$ cat config.mk
export PLATFORM = sky130hd
export DESIGN_NAME = sdms_top
export DESIGN_NICKNAME = d
export VERILOG_FILES = /design/src/sdms_pkg.sv /design/src/sdms_top.sv
export SDC_FILE = /design/constraint.sdc
export NUM_CORES = 2
export LEC_CHECK = 0
export ABC_AREA = 1
export BUFFER_PORTS_ARGS = -buffer_cell sky130_fd_sc_hd__buf_2
export CAP_MARGIN = 25
export CORE_ASPECT_RATIO = 1.2
export CORE_MARGIN = 1.5
export CORE_UTILIZATION = 45
export DETAILED_ROUTE_END_ITERATION = 8
export HOLD_SLACK_MARGIN = 0.15
export PLACE_DENSITY = 0.61
export REMOVE_ABC_BUFFERS = 1
export SLEW_MARGIN = 20
export SYNTH_ARGS = -nofsm -noshare
export SYNTH_HDL_FRONTEND = slang
export SYNTH_SLANG_ARGS = --single-unit
$ cat constraint.sdc
create_clock -name clk -period 14.5 [get_ports clk]
set_input_delay 0.725 -clock clk [delete_from_list [all_inputs] [get_ports clk]]
set_output_delay 0.725 -clock clk [all_outputs]
set_load 0.02 [all_outputs]
$ cat src/sdms_pkg.sv
// constants shared by the step/direction coil sequencer
// assumes a 20 MHz system clock and an APB register bus
package sdms_pkg;
   localparam int CLK_HZ = 20000000;
   localparam int BAUD_HZ = 9600;
   localparam int BIT_CYC = CLK_HZ / BAUD_HZ;
   // register byte offsets
   localparam logic [7:0] ADDR_CTRL = 8'h00;
   localparam logic [7:0] ADDR_RATE = 8'h04;
   localparam logic [7:0] ADDR_SCALE = 8'h08;
   localparam logic [7:0] ADDR_SUBSTEP = 8'h0C;
   localparam logic [7:0] ADDR_STATUS = 8'h10;
   // ctrl fields
   localparam int CTRL_MODE_LSB = 0;
   localparam int CTRL_STORE_BIT = 2;
   // step_pattern_select codes
   localparam logic [1:0] MODE_FULL = 2'h0;
   localparam logic [1:0] MODE_HALF = 2'h1;
   localparam logic [1:0] MODE_MICRO = 2'h2;
   // reset values and limits
   localparam logic [15:0] RATE_RST = 16'h0BB8;
   localparam logic [15:0] RATE_MAX = 16'h4E20;
   localparam logic [15:0] RATE_MIN = 16'h0064;
   localparam logic [15:0] SCALE_RST = 16'h0D05;
   localparam logic [15:0] SCALE_MAX = 16'h2710;
   localparam logic [7:0] SUB_RST = 8'h08;
   // serial frame: index byte, data high byte, data low byte
   localparam int CFG_W = 42;
   localparam int DIV_W = 36;
   localparam logic [35:0] QUARTER_TURN = 36'h000010000;
   typedef enum logic [1:0] {DV_IDLE, DV_PER, DV_FS, DV_INC} sdms_div_e;
endpackage

$ cat src/sdms_top.sv
// two-coil bipolar stepper sequencer with coil pwm, apb and serial config
// assumes synchronous inputs to clk, an external nonvolatile store port
//
// Notes on behaviour
// - coil drive is off while drive_allow is low, allowed while high.
// - every rising step_pulse edge while drive_allow is high moves the motor exactly one position.
// - rotation sense low steps counterclockwise, high steps clockwise.
// - full, half and microstep patterns; full step after reset.
// - coil switch rate set in Hz, default 3000, up to 20 kHz.
// - effective switch rate may differ from the setting to limit current.
// - current scale factor 10000 means 3 A; default 3333 about 1 A.
// - substeps per full step only 8,12,16,20,24,128; used in microstep.
// - store request writes settings to nonvolatile memory for restore.
// - settings also arrive over an asynchronous serial rx/tx link.
// - default configuration limits each coil to 1 A.
// - half step alternates two-coil positions with one-coil positions.
`timescale 1ns/1ns
module sdms_top import sdms_pkg::*; #(
   parameter int BIT_CYCLES = BIT_CYC
) (
   input wire logic clk,
   input wire logic nrst,
   input wire logic drive_allow,
   input wire logic step_pulse,
   input wire logic rot_cw,
   input wire logic rx_line,
   output logic tx_line,
   input wire logic psel,
   input wire logic penable,
   input wire logic pwrite,
   input wire logic [7:0] paddr,
   input wire logic [31:0] pwdata,
   output logic [31:0] prdata,
   output logic pready,
   output logic pslverr,
   input wire logic nv_valid,
   input wire logic [CFG_W-1:0] nv_rdata,
   output logic nv_we,
   output logic [CFG_W-1:0] nv_wdata,
   output logic drive_on,
   output logic coil_a_pwm,
   output logic coil_a_neg,
   output logic coil_b_pwm,
   output logic coil_b_neg
);
   initial begin
      if (BIT_CYCLES < 8 || BIT_CYCLES > 4095) begin
         $error("BIT_CYCLES out of range");
      end
   end

   function automatic logic sub_ok(input logic [15:0] v);
      case (v)
         16'h0008, 16'h000C, 16'h0010, 16'h0014, 16'h0018,
         16'h0080: sub_ok = 1'b1;
         default: sub_ok = 1'b0;
      endcase
   endfunction

   // quarter sine, 16 points, full scale 255
   function automatic logic [7:0] sin_q(input logic [4:0] f);
      case (f)
         5'h00: sin_q = 8'h00;
         5'h01: sin_q = 8'h19;
         5'h02: sin_q = 8'h32;
         5'h03: sin_q = 8'h4A;
         5'h04: sin_q = 8'h62;
         5'h05: sin_q = 8'h78;
         5'h06: sin_q = 8'h8E;
         5'h07: sin_q = 8'hA2;
         5'h08: sin_q = 8'hB4;
         5'h09: sin_q = 8'hC5;
         5'h0A: sin_q = 8'hD4;
         5'h0B: sin_q = 8'hE1;
         5'h0C: sin_q = 8'hEC;
         5'h0D: sin_q = 8'hF4;
         5'h0E: sin_q = 8'hFA;
         5'h0F: sin_q = 8'hFE;
         default: sin_q = 8'hFF;
      endcase
   endfunction

   // sign and magnitude of sin over a full turn: quadrant and fraction
   function automatic logic [8:0] coil_val(input logic [1:0] q,
                                           input logic [3:0] f);
      logic [7:0] m;
      m = q[0] ? sin_q(5'h10 - {1'b0, f}) : sin_q({1'b0, f});
      coil_val = {q[1], m};
   endfunction

   // half-step pattern {a_on, a_neg, b_on, b_neg}; odd positions energise both
   function automatic logic [3:0] half_pat(input logic [2:0] h);
      case (h)
         3'h0: half_pat = 4'b1000;
         3'h1: half_pat = 4'b1010;
         3'h2: half_pat = 4'b0010;
         3'h3: half_pat = 4'b1110;
         3'h4: half_pat = 4'b1100;
         3'h5: half_pat = 4'b1111;
         3'h6: half_pat = 4'b0011;
         3'h7: half_pat = 4'b1011;
         default: half_pat = 4'b0000;
      endcase
   endfunction

   // ---------------- input sync, config, apb ----------------
   logic [3:0] s1_r, s2_r;
   logic step_d_r, restore_r, dirty_r, pready_r, pslverr_r, nv_we_r;
   logic [1:0] mode_r, mode_nxt;
   logic [15:0] rate_r, rate_nxt, scale_r, scale_nxt;
   logic [7:0] sub_r, sub_nxt;
   logic [31:0] prdata_r, prdata_nxt;
   logic [CFG_W-1:0] nv_wdata_r, nv_wdata_nxt;
   logic dirty_nxt, pready_nxt, pslverr_nxt, nv_we_nxt;
   logic wr_en, wr_store, apb_wr, step_acc;
   logic [1:0] wr_idx;
   logic [15:0] wr_data;
   logic ser_wr;
   logic [1:0] ser_idx;
   logic [15:0] ser_data;
   logic [8:0] idx_r;
   logic dv_busy;

   assign apb_wr = psel & penable & pready_r & pwrite & ~pslverr_r & ~paddr[4];
   // rising edge on the second sync stage while drive is allowed
   assign step_acc = s2_r[1] & ~step_d_r & s2_r[0];

   always_comb begin
      // apb write wins over a serial write landing in the same cycle
      wr_en = apb_wr | ser_wr;
      wr_idx = apb_wr ? paddr[3:2] : ser_idx;
      wr_data = apb_wr ? pwdata[15:0] : ser_data;
      wr_store = wr_en && wr_idx == ADDR_CTRL[3:2] &&
                 wr_data[CTRL_STORE_BIT];
      mode_nxt = mode_r;
      rate_nxt = rate_r;
      scale_nxt = scale_r;
      sub_nxt = sub_r;
      if (restore_r && nv_valid) begin
         {mode_nxt, rate_nxt, scale_nxt, sub_nxt} = nv_rdata;
      end else if (wr_en) begin
         case (wr_idx)
            2'h0: begin
               if (wr_data[1:0] != 2'h3) begin
                  mode_nxt = wr_data[1:0];
               end
            end
            2'h1: rate_nxt = wr_data;
            2'h2: scale_nxt = wr_data;
            default: begin
               if (sub_ok(wr_data)) begin
                  sub_nxt = wr_data[7:0];
               end
            end
         endcase
      end
      // a config write during a running division re-arms it
      dirty_nxt = (wr_en | restore_r) ? 1'b1 : (dirty_r & dv_busy);
      nv_we_nxt = wr_store;
      nv_wdata_nxt = wr_store ? {mode_nxt, rate_nxt, scale_nxt, sub_nxt}
                              : nv_wdata_r;
      pready_nxt = psel & ~penable;
      pslverr_nxt = psel & ~penable &
                    (paddr[1:0] != 2'h0 || paddr > ADDR_STATUS);
      prdata_nxt = 32'h00000000;
      if (psel && !penable) begin
         case (paddr)
            ADDR_CTRL: prdata_nxt = {30'h00000000, mode_r};
            ADDR_RATE: prdata_nxt = {16'h0000, rate_r};
            ADDR_SCALE: prdata_nxt = {16'h0000, scale_r};
            ADDR_SUBSTEP: prdata_nxt = {24'h000000, sub_r};
            ADDR_STATUS: prdata_nxt = {20'h00000, dv_busy, s2_r[2],
                                       s2_r[0], idx_r};
            default: prdata_nxt = 32'h00000000;
         endcase
      end
   end

   always_ff @(posedge clk or negedge nrst) begin
      if (!nrst) begin
         // allow starts low so no drive glitch follows reset
         s1_r <= 4'hE;
         s2_r <= 4'hE;
         step_d_r <= 1'b1;
         restore_r <= 1'b1;
         dirty_r <= 1'b1;
         mode_r <= MODE_FULL;
         rate_r <= RATE_RST;
         scale_r <= SCALE_RST;
         sub_r <= SUB_RST;
         prdata_r <= 32'h00000000;
         pready_r <= 1'b0;
         pslverr_r <= 1'b0;
         nv_we_r <= 1'b0;
         nv_wdata_r <= '0;
      end else begin
         s1_r <= {rx_line, rot_cw, step_pulse, drive_allow};
         s2_r <= s1_r;
         step_d_r <= s2_r[1];
         restore_r <= 1'b0;
         dirty_r <= dirty_nxt;
         mode_r <= mode_nxt;
         rate_r <= rate_nxt;
         scale_r <= scale_nxt;
         sub_r <= sub_nxt;
         prdata_r <= prdata_nxt;
         pready_r <= pready_nxt;
         pslverr_r <= pslverr_nxt;
         nv_we_r <= nv_we_nxt;
         nv_wdata_r <= nv_wdata_nxt;
      end
   end

   // ---------------- serial link: 8N1, 3-byte frames ----------------
   logic rx_busy_r, rx_busy_nxt, tx_busy_r, tx_busy_nxt, tx_r, tx_nxt;
   logic [11:0] rx_cnt_r, rx_cnt_nxt, tx_cnt_r, tx_cnt_nxt;
   logic [3:0] rx_bit_r, rx_bit_nxt, tx_bit_r, tx_bit_nxt;
   logic [7:0] rx_sh_r, rx_sh_nxt, fr_idx_r, fr_idx_nxt, fr_hi_r, fr_hi_nxt;
   logic [1:0] fr_pos_r, fr_pos_nxt;
   logic [9:0] tx_sh_r, tx_sh_nxt;
   logic ack_req;
   localparam logic [11:0] BITC = 12'(BIT_CYCLES - 1);
   localparam logic [11:0] HALFC = 12'(BIT_CYCLES / 2);

   always_comb begin
      rx_busy_nxt = rx_busy_r;
      rx_cnt_nxt = rx_cnt_r;
      rx_bit_nxt = rx_bit_r;
      rx_sh_nxt = rx_sh_r;
      fr_idx_nxt = fr_idx_r;
      fr_hi_nxt = fr_hi_r;
      fr_pos_nxt = fr_pos_r;
      ser_wr = 1'b0;
      ack_req = 1'b0;
      if (!rx_busy_r) begin
         if (!s2_r[3]) begin
            rx_busy_nxt = 1'b1;
            rx_cnt_nxt = HALFC;
            rx_bit_nxt = 4'h0;
         end
      end else if (rx_cnt_r != 12'h000) begin
         rx_cnt_nxt = rx_cnt_r - 12'h001;
      end else begin
         rx_cnt_nxt = BITC;
         rx_bit_nxt = rx_bit_r + 4'h1;
         if (rx_bit_r == 4'h0 && s2_r[3]) begin
            rx_busy_nxt = 1'b0;
         end else if (rx_bit_r >= 4'h1 && rx_bit_r <= 4'h8) begin
            rx_sh_nxt = {s2_r[3], rx_sh_r[7:1]};
         end else if (rx_bit_r == 4'h9) begin
            rx_busy_nxt = 1'b0;
            if (s2_r[3]) begin
               fr_pos_nxt = (fr_pos_r == 2'h2) ? 2'h0 : fr_pos_r + 2'h1;
               if (fr_pos_r == 2'h0) begin
                  fr_idx_nxt = rx_sh_r;
               end else if (fr_pos_r == 2'h1) begin
                  fr_hi_nxt = rx_sh_r;
               end else begin
                  ser_wr = fr_idx_r[7:2] == 6'h00;
                  ack_req = 1'b1;
               end
            end
         end
      end
      ser_idx = fr_idx_r[1:0];
      ser_data = {fr_hi_r, rx_sh_r};
      tx_busy_nxt = tx_busy_r;
      tx_cnt_nxt = tx_cnt_r;
      tx_bit_nxt = tx_bit_r;
      tx_sh_nxt = tx_sh_r;
      tx_nxt = tx_r;
      if (!tx_busy_r) begin
         tx_nxt = 1'b1;
         if (ack_req) begin
            // ack echoes the index byte, with bit 7 set if it was refused
            tx_busy_nxt = 1'b1;
            tx_sh_nxt = {1'b1, fr_idx_r[7:2] != 6'h00, fr_idx_r[6:0], 1'b0};
            tx_cnt_nxt = BITC;
            tx_bit_nxt = 4'h0;
            tx_nxt = 1'b0;
         end
      end else if (tx_cnt_r != 12'h000) begin
         tx_cnt_nxt = tx_cnt_r - 12'h001;
      end else begin
         tx_cnt_nxt = BITC;
         tx_bit_nxt = tx_bit_r + 4'h1;
         tx_sh_nxt = {1'b1, tx_sh_r[9:1]};
         tx_nxt = tx_sh_r[1];
         tx_busy_nxt = tx_bit_r != 4'h9;
      end
   end

   always_ff @(posedge clk or negedge nrst) begin
      if (!nrst) begin
         rx_busy_r <= 1'b0;
         rx_cnt_r <= 12'h000;
         rx_bit_r <= 4'h0;
         rx_sh_r <= 8'h00;
         fr_idx_r <= 8'h00;
         fr_hi_r <= 8'h00;
         fr_pos_r <= 2'h0;
         tx_busy_r <= 1'b0;
         tx_cnt_r <= 12'h000;
         tx_bit_r <= 4'h0;
         tx_sh_r <= 10'h3FF;
         tx_r <= 1'b1;
      end else begin
         rx_busy_r <= rx_busy_nxt;
         rx_cnt_r <= rx_cnt_nxt;
         rx_bit_r <= rx_bit_nxt;
         rx_sh_r <= rx_sh_nxt;
         fr_idx_r <= fr_idx_nxt;
         fr_hi_r <= fr_hi_nxt;
         fr_pos_r <= fr_pos_nxt;
         tx_busy_r <= tx_busy_nxt;
         tx_cnt_r <= tx_cnt_nxt;
         tx_bit_r <= tx_bit_nxt;
         tx_sh_r <= tx_sh_nxt;
         tx_r <= tx_nxt;
      end
   end

   // ------------- divider: pwm period, full-scale duty, angle step -------
   sdms_div_e dv_st_r, dv_st_nxt;
   logic [35:0] dv_num_r, dv_num_nxt, dv_q_r, dv_q_nxt;
   logic [19:0] dv_den_r, dv_den_nxt;
   logic [20:0] dv_rem_r, dv_rem_nxt, rem_sh;
   logic [5:0] dv_cnt_r, dv_cnt_nxt;
   logic [19:0] period_r, period_nxt, fs_r, fs_nxt;
   logic [15:0] inc_r, inc_nxt, rate_eff, scale_eff;
   logic [35:0] q_new;

   assign dv_busy = dv_st_r != DV_IDLE;
   // rate clamped into the usable range, so the real rate can differ
   assign rate_eff = (rate_r > RATE_MAX) ? RATE_MAX :
                     (rate_r < RATE_MIN) ? RATE_MIN : rate_r;
   assign scale_eff = (scale_r > SCALE_MAX) ? SCALE_MAX : scale_r;
   assign rem_sh = {dv_rem_r[19:0], dv_num_r[35]};
   assign q_new = {dv_q_r[34:0], rem_sh >= {1'b0, dv_den_r}};

   always_comb begin
      dv_st_nxt = dv_st_r;
      dv_num_nxt = dv_num_r;
      dv_den_nxt = dv_den_r;
      dv_rem_nxt = dv_rem_r;
      dv_q_nxt = dv_q_r;
      dv_cnt_nxt = dv_cnt_r;
      period_nxt = period_r;
      fs_nxt = fs_r;
      inc_nxt = inc_r;
      case (dv_st_r)
         DV_IDLE: begin
            if (dirty_r) begin
               dv_st_nxt = DV_PER;
               dv_num_nxt = 36'(CLK_HZ);
               dv_den_nxt = {4'h0, rate_eff};
               dv_rem_nxt = '0;
               dv_cnt_nxt = 6'(DIV_W);
            end
         end
         DV_PER, DV_FS, DV_INC: begin
            dv_rem_nxt = (rem_sh >= {1'b0, dv_den_r}) ?
                         rem_sh - {1'b0, dv_den_r} : rem_sh;
            dv_q_nxt = q_new;
            dv_num_nxt = {dv_num_r[34:0], 1'b0};
            dv_cnt_nxt = dv_cnt_r - 6'h01;
            if (dv_cnt_r == 6'h01) begin
               dv_rem_nxt = '0;
               dv_cnt_nxt = 6'(DIV_W);
               if (dv_st_r == DV_PER) begin
                  period_nxt = q_new[19:0];
                  dv_num_nxt = 36'(q_new[19:0] * scale_eff);
                  dv_den_nxt = 20'(SCALE_MAX);
                  dv_st_nxt = DV_FS;
               end else if (dv_st_r == DV_FS) begin
                  fs_nxt = q_new[19:0];
                  dv_num_nxt = QUARTER_TURN;
                  dv_den_nxt = {12'h000, sub_r};
                  dv_st_nxt = DV_INC;
               end else begin
                  inc_nxt = q_new[15:0];
                  dv_st_nxt = DV_IDLE;
               end
            end
         end
         default: dv_st_nxt = DV_IDLE;
      endcase
   end

   always_ff @(posedge clk or negedge nrst) begin
      if (!nrst) begin
         dv_st_r <= DV_IDLE;
         dv_num_r <= '0;
         dv_den_r <= 20'h00001;
         dv_rem_r <= '0;
         dv_q_r <= '0;
         dv_cnt_r <= 6'h00;
         period_r <= 20'h00001;
         fs_r <= 20'h00000;
         inc_r <= 16'h0000;
      end else begin
         dv_st_r <= dv_st_nxt;
         dv_num_r <= dv_num_nxt;
         dv_den_r <= dv_den_nxt;
         dv_rem_r <= dv_rem_nxt;
         dv_q_r <= dv_q_nxt;
         dv_cnt_r <= dv_cnt_nxt;
         period_r <= period_nxt;
         fs_r <= fs_nxt;
         inc_r <= inc_nxt;
      end
   end

   // ---------------- phase index and coil pwm ----------------
   logic [8:0] idx_nxt, seq_last;
   logic [19:0] cnt_r, cnt_nxt, duty_a, duty_b;
   logic [17:0] ang;
   logic [8:0] va, vb;
   logic [3:0] hp;
   logic drv_r, apwm_r, bpwm_r, aneg_r, bneg_r;
   logic drv_nxt, apwm_nxt, bpwm_nxt, aneg_nxt, bneg_nxt;
   logic [1:0] mode_d_r;
   logic [7:0] sub_d_r;

   always_comb begin
      case (mode_r)
         MODE_FULL: seq_last = 9'h003;
         MODE_HALF: seq_last = 9'h007;
         default: seq_last = {sub_r[6:0], 2'b00} - 9'h001;
      endcase
      idx_nxt = idx_r;
      if (mode_r != mode_d_r || sub_r != sub_d_r) begin
         idx_nxt = 9'h000;
      end else if (step_acc) begin
         if (s2_r[2]) begin
            idx_nxt = (idx_r >= seq_last) ? 9'h000 : idx_r + 9'h001;
         end else begin
            idx_nxt = (idx_r == 9'h000 || idx_r > seq_last) ? seq_last
                      : idx_r - 9'h001;
         end
      end
      ang = 18'(idx_r * inc_r);
      hp = half_pat((mode_r == MODE_FULL) ? {idx_r[1:0], 1'b1} : idx_r[2:0]);
      if (mode_r == MODE_MICRO) begin
         va = coil_val(ang[17:16], ang[15:12]);
         vb = coil_val(ang[17:16] + 2'h1, ang[15:12]);
      end else begin
         va = {hp[2], {8{hp[3]}}};
         vb = {hp[0], {8{hp[1]}}};
      end
      duty_a = 20'((28'(fs_r) * va[7:0]) >> 8);
      duty_b = 20'((28'(fs_r) * vb[7:0]) >> 8);
      cnt_nxt = (cnt_r + 20'h00001 >= period_r) ? 20'h00000
                : cnt_r + 20'h00001;
      drv_nxt = s2_r[0];
      apwm_nxt = s2_r[0] && cnt_r < duty_a;
      bpwm_nxt = s2_r[0] && cnt_r < duty_b;
      aneg_nxt = va[8];
      bneg_nxt = vb[8];
   end

   always_ff @(posedge clk or negedge nrst) begin
      if (!nrst) begin
         idx_r <= 9'h000;
         mode_d_r <= MODE_FULL;
         sub_d_r <= SUB_RST;
         cnt_r <= 20'h00000;
         drv_r <= 1'b0;
         apwm_r <= 1'b0;
         bpwm_r <= 1'b0;
         aneg_r <= 1'b0;
         bneg_r <= 1'b0;
      end else begin
         idx_r <= idx_nxt;
         mode_d_r <= mode_r;
         sub_d_r <= sub_r;
         cnt_r <= cnt_nxt;
         drv_r <= drv_nxt;
         apwm_r <= apwm_nxt;
         bpwm_r <= bpwm_nxt;
         aneg_r <= aneg_nxt;
         bneg_r <= bneg_nxt;
      end
   end

   assign tx_line = tx_r;
   assign prdata = prdata_r;
   assign pready = pready_r;
   assign pslverr = pslverr_r;
   assign nv_we = nv_we_r;
   assign nv_wdata = nv_wdata_r;
   assign drive_on = drv_r;
   assign coil_a_pwm = apwm_r;
   assign coil_a_neg = aneg_r;
   assign coil_b_pwm = bpwm_r;
   assign coil_b_neg = bneg_r;
endmodule

# Yosys cells after proc, flatten, opt, wreduce, memory -nomap -nowiden
# Memories as Yosys holds them, arrays and structs flattened.
# Index checks and enable logic that the tools add are counted.
[word_totals]
ff_bits = 404
rom_bits = 544
input_bits = 92
out_inout_bits = 83
word_cells = 278
n_memories = 5
[classes]
add_sub_neg = 13
n_mul = 4
magnitude_cmp = 12
eq_ne = 31
n_mux = 106
bitwise_logic = 22
reduce_logical = 41
[mem_list]
columns = ["name", "depth", "width", "rd", "rd_ports_with_merged_regs", "write_ports", "line", "source"]
rows = [
  ["(no name shown)", 16, 8, 1, 0, 0, "sdms_top.sv:62", "case (f)"],
  ["(no name shown)", 16, 8, 1, 0, 0, "sdms_top.sv:62", ""],
  ["(no name shown)", 16, 8, 1, 0, 0, "sdms_top.sv:62", ""],
  ["(no name shown)", 16, 8, 1, 0, 0, "sdms_top.sv:62", ""],
  ["(no name shown)", 8, 4, 1, 0, 0, "sdms_top.sv:93", "case (h)"],
]
[op_table]
columns = ["cell", "n"]
rows = [
  ["$mux W16", 11],
  ["$mux W20", 8],
  ["$mux W36", 4],
  ["$pmux W16 S5", 1],
  ["$pmux W20 S2", 2],
  ["$mux W12", 6],
  ["$pmux W36 S2", 1],
  ["$mux W8", 8],
  ["$mux W9", 7],
  ["$mul A20 B8 Y28", 2],
  ["$eq A16 B5 Y1 const B", 3],
  ["$lt A20 B20 Y1", 2],
  ["$mul A20 B16 Y36", 1],
  ["$mux W1", 33],
  ["$eq A16 B4 Y1 const B", 2],
  ["$mux W10", 3],
  ["$mux W4", 6],
  ["$reduce_bool A12 Y1", 2],
  ["$sub A12 B1 Y12 const B", 2],
  ["$ge A21 B20 Y1", 1],
  ["$add A20 B1 Y20 const B", 1],
  ["$ge A20 B20 Y1", 1],
  ["$mux W2", 10],
  ["$sub A20 B20 Y20", 1],
  ["other kinds (55)", 111],
]

# Longest topological paths before layout
[logic_depth]
word_depth = 16
depth_mapped = 60
mapped_depth_nobuf = 57

# Worst setup path before layout
# No wires, ideal clock.
[synth_timing]
path_type = "register -> register"
from = "reg idx_r[2]"
to = "reg bpwm_r, in the netlist coil_b_pwm"
setup_ps = 129
t_arrival_ps = 10465
t_required_ps = 14371
slack_ps = 3906
path_stages_with_launch = 52
path_cell_list = "dfrtp_1 -> clkbuf_1 -> buf_1 -> nand2_1 -> fa_1 -> inv_1 -> fa_1 -> fa_1 -> inv_1 -> fa_1 -> inv_1 -> ha_1 -> a21oi_1 -> nand2_1 -> a21oi_1 -> nand3_1 -> nand2_4 -> inv_1 -> [16 not listed] -> inv_1 -> ha_1 -> a21oi_1 -> inv_1 -> a31oi_1 -> o21ai_0 -> a211oi_1 -> nand2_1 -> nand2_1 -> nand2_1 -> ha_1 -> nand2_1 -> inv_1 -> nand3_1 -> nor3_1 -> nand2_1 -> nor4b_1 -> a21oi_1"
[synth_via]
elab_chain_len = 9
word_cells_on_any_way = 13
[synth_lines]
columns = ["item", "line", "source"]
rows = [
  ["start: declaration", "sdms_top.sv:121", "logic [8:0] idx_r;"],
  ["start signal: assignment", "sdms_top.sv:474", "idx_r <= idx_nxt;"],
  ["$mul A9 B16 Y18", "sdms_top.sv:442", "ang = 18'(idx_r * inc_r);"],
  ["$sub A5 B4 Y5", "sdms_top.sv:87", "m = q[0] ? sin_q(5'h10 - {1'b0, f}) : sin_q({1'b0, f});"],
  ["$mem_v2 Z16 W8", "n/a", ""],
  ["$mux W8", "sdms_top.sv:62", ""],
  ["$mux W8", "sdms_top.sv:87", ""],
  ["$mux W9 *", "sdms_top.sv:444", "if (mode_r == MODE_MICRO) begin"],
  ["$mul A20 B8 Y28 *", "sdms_top.sv:452", "duty_b = 20'((28'(fs_r) * vb[7:0]) >> 8);"],
  ["$lt A20 B20 Y1 *", "sdms_top.sv:457", "bpwm_nxt = s2_r[0] && cnt_r < duty_b;"],
  ["$logic_and A1 B1 Y1 *", "sdms_top.sv:457", ""],
  ["via bpwm_nxt", "sdms_top.sv:421", "logic drv_nxt, apwm_nxt, bpwm_nxt, aneg_nxt, bneg_nxt;"],
  ["end signal: assignment", "sdms_top.sv:480", "bpwm_r <= bpwm_nxt;"],
  ["end: declaration", "sdms_top.sv:420", "logic drv_r, apwm_r, bpwm_r, aneg_r, bneg_r;"],
]
# The timed path passes the listed nets; every way through them passes the cells marked *.
# A chain may end at the register's enable or synchronous reset.

# Final worst setup path
# Same ends and word-level chain as after synthesis.

==> impl_metrics.tcl <==
set metrics [dict create \
    dieArea_mm2 0.0991 \
    clockBufferDepth 3 \
    clk_pin_slew_ns 0.07 \
    gp_congestion 0.936 \
    antenna_cells 0 \
    io_pins 175 \
    numCtsBuffers 42 \
    irDropWorstVdd_mv 0.0873 \
    slew_headroom_pct 30.5 \
    wl_per_cell_um 18.3 \
    clock_latency_ns 0.63 \
    vias 36157 \
    pwr_density_cell_mw_per_mm2 64.5 \
    ys.flop_type "dfrtp_1" \
    drtIter0Drc 1811 \
    root_buffer "clkbuf_16" \
    slew_violations 0 \
    totalWireLength_um 126000 \
    ys_top_cells_by_area "fa_1 25%, dfrtp_1 20%, nand2_1 9.5%" \
    cpMostUsedCell "inv_1" \
    synth_seq_cells 382 \
    area_growth_pct 8.02 \
    avgViaCountPerCell 5.26 \
    max_freq_mhz 81.7 \
    period_needed_ns 12.23 \
    final_cells 6870 \
    first_pass_iters 5 \
    yosysTopAreaCellShare_pct 24.9 \
    cts.sinks 382 \
    critPathLaunchType "flip-flop" \
    cp_max_fo 22 \
    io_buffers 142 \
    drive_above_1_share_pct 7.41 \
    synth_area_mm2 0.0438 \
    antenna_found_initial 0 \
    postRouteAntennaNets 0 \
    clock_power_share_pct 37.8 \
    initial_core_util_pct 45.3 \
    place_area_mm2 0.0458 \
    syn_inst 5489 \
    p_int_mw 2.04 \
    fin_skew_ns 0.0594 \
    p_leak_nw 24.7 \
    outcome "completed" \
    grt_setup_unrepaired "no" \
    finalInstanceArea_mm2 0.0473 \
    grt_usage_pct 26.0 \
    fin_tns_setup_ns 0 \
    crit_type "reg2reg" \
    p_switching_mw 1.01 \
    grt_pass1_vias 37255 \
    core_mm2 0.0967 \
    grt_max_degree 160 \
    hpwl_um 99400 \
    fp.dieW_um 288 \
    end_kind "flip-flop" \
    yosysTopAreaCell "fa_1" \
    num-fill-cells 9531 \
    finalHoldViolations 0 \
    crit_required_ns 14.93 \
    dp.cells 6793 \
    power_frac_seq_pct 38.8 \
    cpLargestDelayFamily "adder cells" \
    path_buf_inv 9 \
    swShare_pct 33.0 \
    worst_ep_arrival_time_ns 12.66 \
    hp-class "in2async" \
    cts_setup_buffers 0 \
    power_frac_comb_pct 23.4 \
    synth_area_per_cell_um2 7.97 \
    cts_tree "yes" \
    hold_buffers 0 \
    grt_pass1_wl_um 202000 \
    period_share_pct 84.4 \
    yosys_warnings 0 \
    ys_types 66 \
    final_nets 6535 \
    max_stage_delay_ns 0.86 \
    synthTopCellsByCount "1106 x nand2_1, 1086 x inv_1, 567 x nor2_1" \
    synth-edff-count 0 \
    synthArstFlopShare_pct 100 \
    utilization_pct 48.9 \
    crit_slowest_cell "dfrtp_1" \
    ys_seq_area_share_pct 21.9 \
    remaining_drc_errors 0 \
    worst_pin_slew_ns 1.04 \
    post_cts_resized 0 \
    gr-total-overflow 0 \
    cap_violations 0 \
    htreeDepth 2 \
    setup_viol 0 \
    die_h_um 345 \
    yosysMostFrequentCell "nand2_1" \
    num_rows 125 \
]
==> power groups by stage <==
stage / combinational, mW / clock, mW / sequential (mW)
2_1_floorplan: 0.486 / 0 / 1.18
3_3_place_gp: 0.700 / 0 / 1.20
3_5_place_dp: 0.707 / 0 / 1.20
4_1_cts: 0.715 / 1.18 / 1.18
5_1_grt: 0.803 / 1.21 / 1.19
6_report: 0.714 / 1.15 / 1.18
==> final timing paths <==
check	startpoint	to	slack [ns]	depth (start not counted)
min in group clk	rot_cw	s1_r[2]	0.22	1
worst min register to register	s1_r[0]	s2_r[0]	0.35	0
max in group asynchronous	nrst	dv_rem_r[17]	12.09	3
worst max register to register	idx_r[2]	coil_b_pwm	2.27	45
worst min-delay path	nrst	dv_num_r[27]	0.16	1
worst max-delay path	idx_r[2]	coil_b_pwm	2.27	45
==> worst register-to-register path, delay by kind of cell, from the launching register on <==
family / cells / cell delay, ns
simple gates: 11 / 1.94
flops: 1 / 0.86
fa+ha+maj: 13 / 5.81
buf+inv: 9 / 1.13
xor+xnor: 1 / 0.19
compound gates: 11 / 2.15
==> stage by stage <==
stage          power, mW  worst slack (ns)  hold slack, ns
3_3_place_gp        1.90              2.37           0.334
2_1_floorplan       1.67              4.35           0.331
6_report            3.05              2.27           0.155
3_5_place_dp        1.91              2.34           0.340
5_1_grt             3.20              1.51           0.206
4_1_cts             3.07              2.29           0.199
==> cell usage in the layout, fill, tap and decap left out, types with 17 or more instances in the layout <==
master        n
nand2_1    1106
inv_1      1085
nor2_1      562
fa_1        544
dfrtp_1     348
ha_1        330
o21ai_0     315
a21oi_1     227
buf_2       141
nand3_1     131
xor2_1       62
nor3_1       61
conb_1       57
xnor2_1      49
o22ai_1      45
mux2_2       42
clkbuf_16    42
dfstp_2      34
o211ai_1     32
buf_4        31
a31oi_1      27
nand4_1      26
nand2_2      26
a31o_2       19
nor4_1       17
==> final cells by class <==
cell class	count	area, µm²	area share [%]
multi-input combinational	3856	29400	62.2
sequential	382	9600	20.3
inverter	1110	4170	8.81
tap	1270	1590	3.36
clock buffer	61	1220	2.59
timing repair buffer	176	1020	2.15
clock inverter	15	264	0.559
==> logic make-up after synthesis <==
| logic type | count (synthesis) | synth area share, % |
|---|---|---|
| DFF | 382 | 21.9 |
| buffers and inverters | 1306 | 11.4 |
| AOI/OAI and AO/OA | 777 | 10.2 |
| xor gates and xnor gates | 112 | 2.28 |
| other | 2 | 0.0172 |
| and+or+nand+nor | 1981 | 18.4 |
| adders and majority gates | 875 | 34.4 |
| muxes | 54 | 1.36 |
==> sequential cells by signal (all words and copies together), names as in the netlist, 19 cells and up <==
name and flops:
cnt_r 20, fs_r 20, dv_q_r 19, dv_rem_r 20, dv_num_r 36, nv_wdata 42
period_r 20
==> per-layer routing <==
metal	GRT usage [%]	vias to the layer above	part of all wire, %
met2	47.4	963	51
li1	-	17104	-
met1	30.8	17806	39
met5	0	-	0
met3	2.73	284	4.8
met4	12.0	0	5.1
No activity file was read; power rests on OpenSTA's default activity.
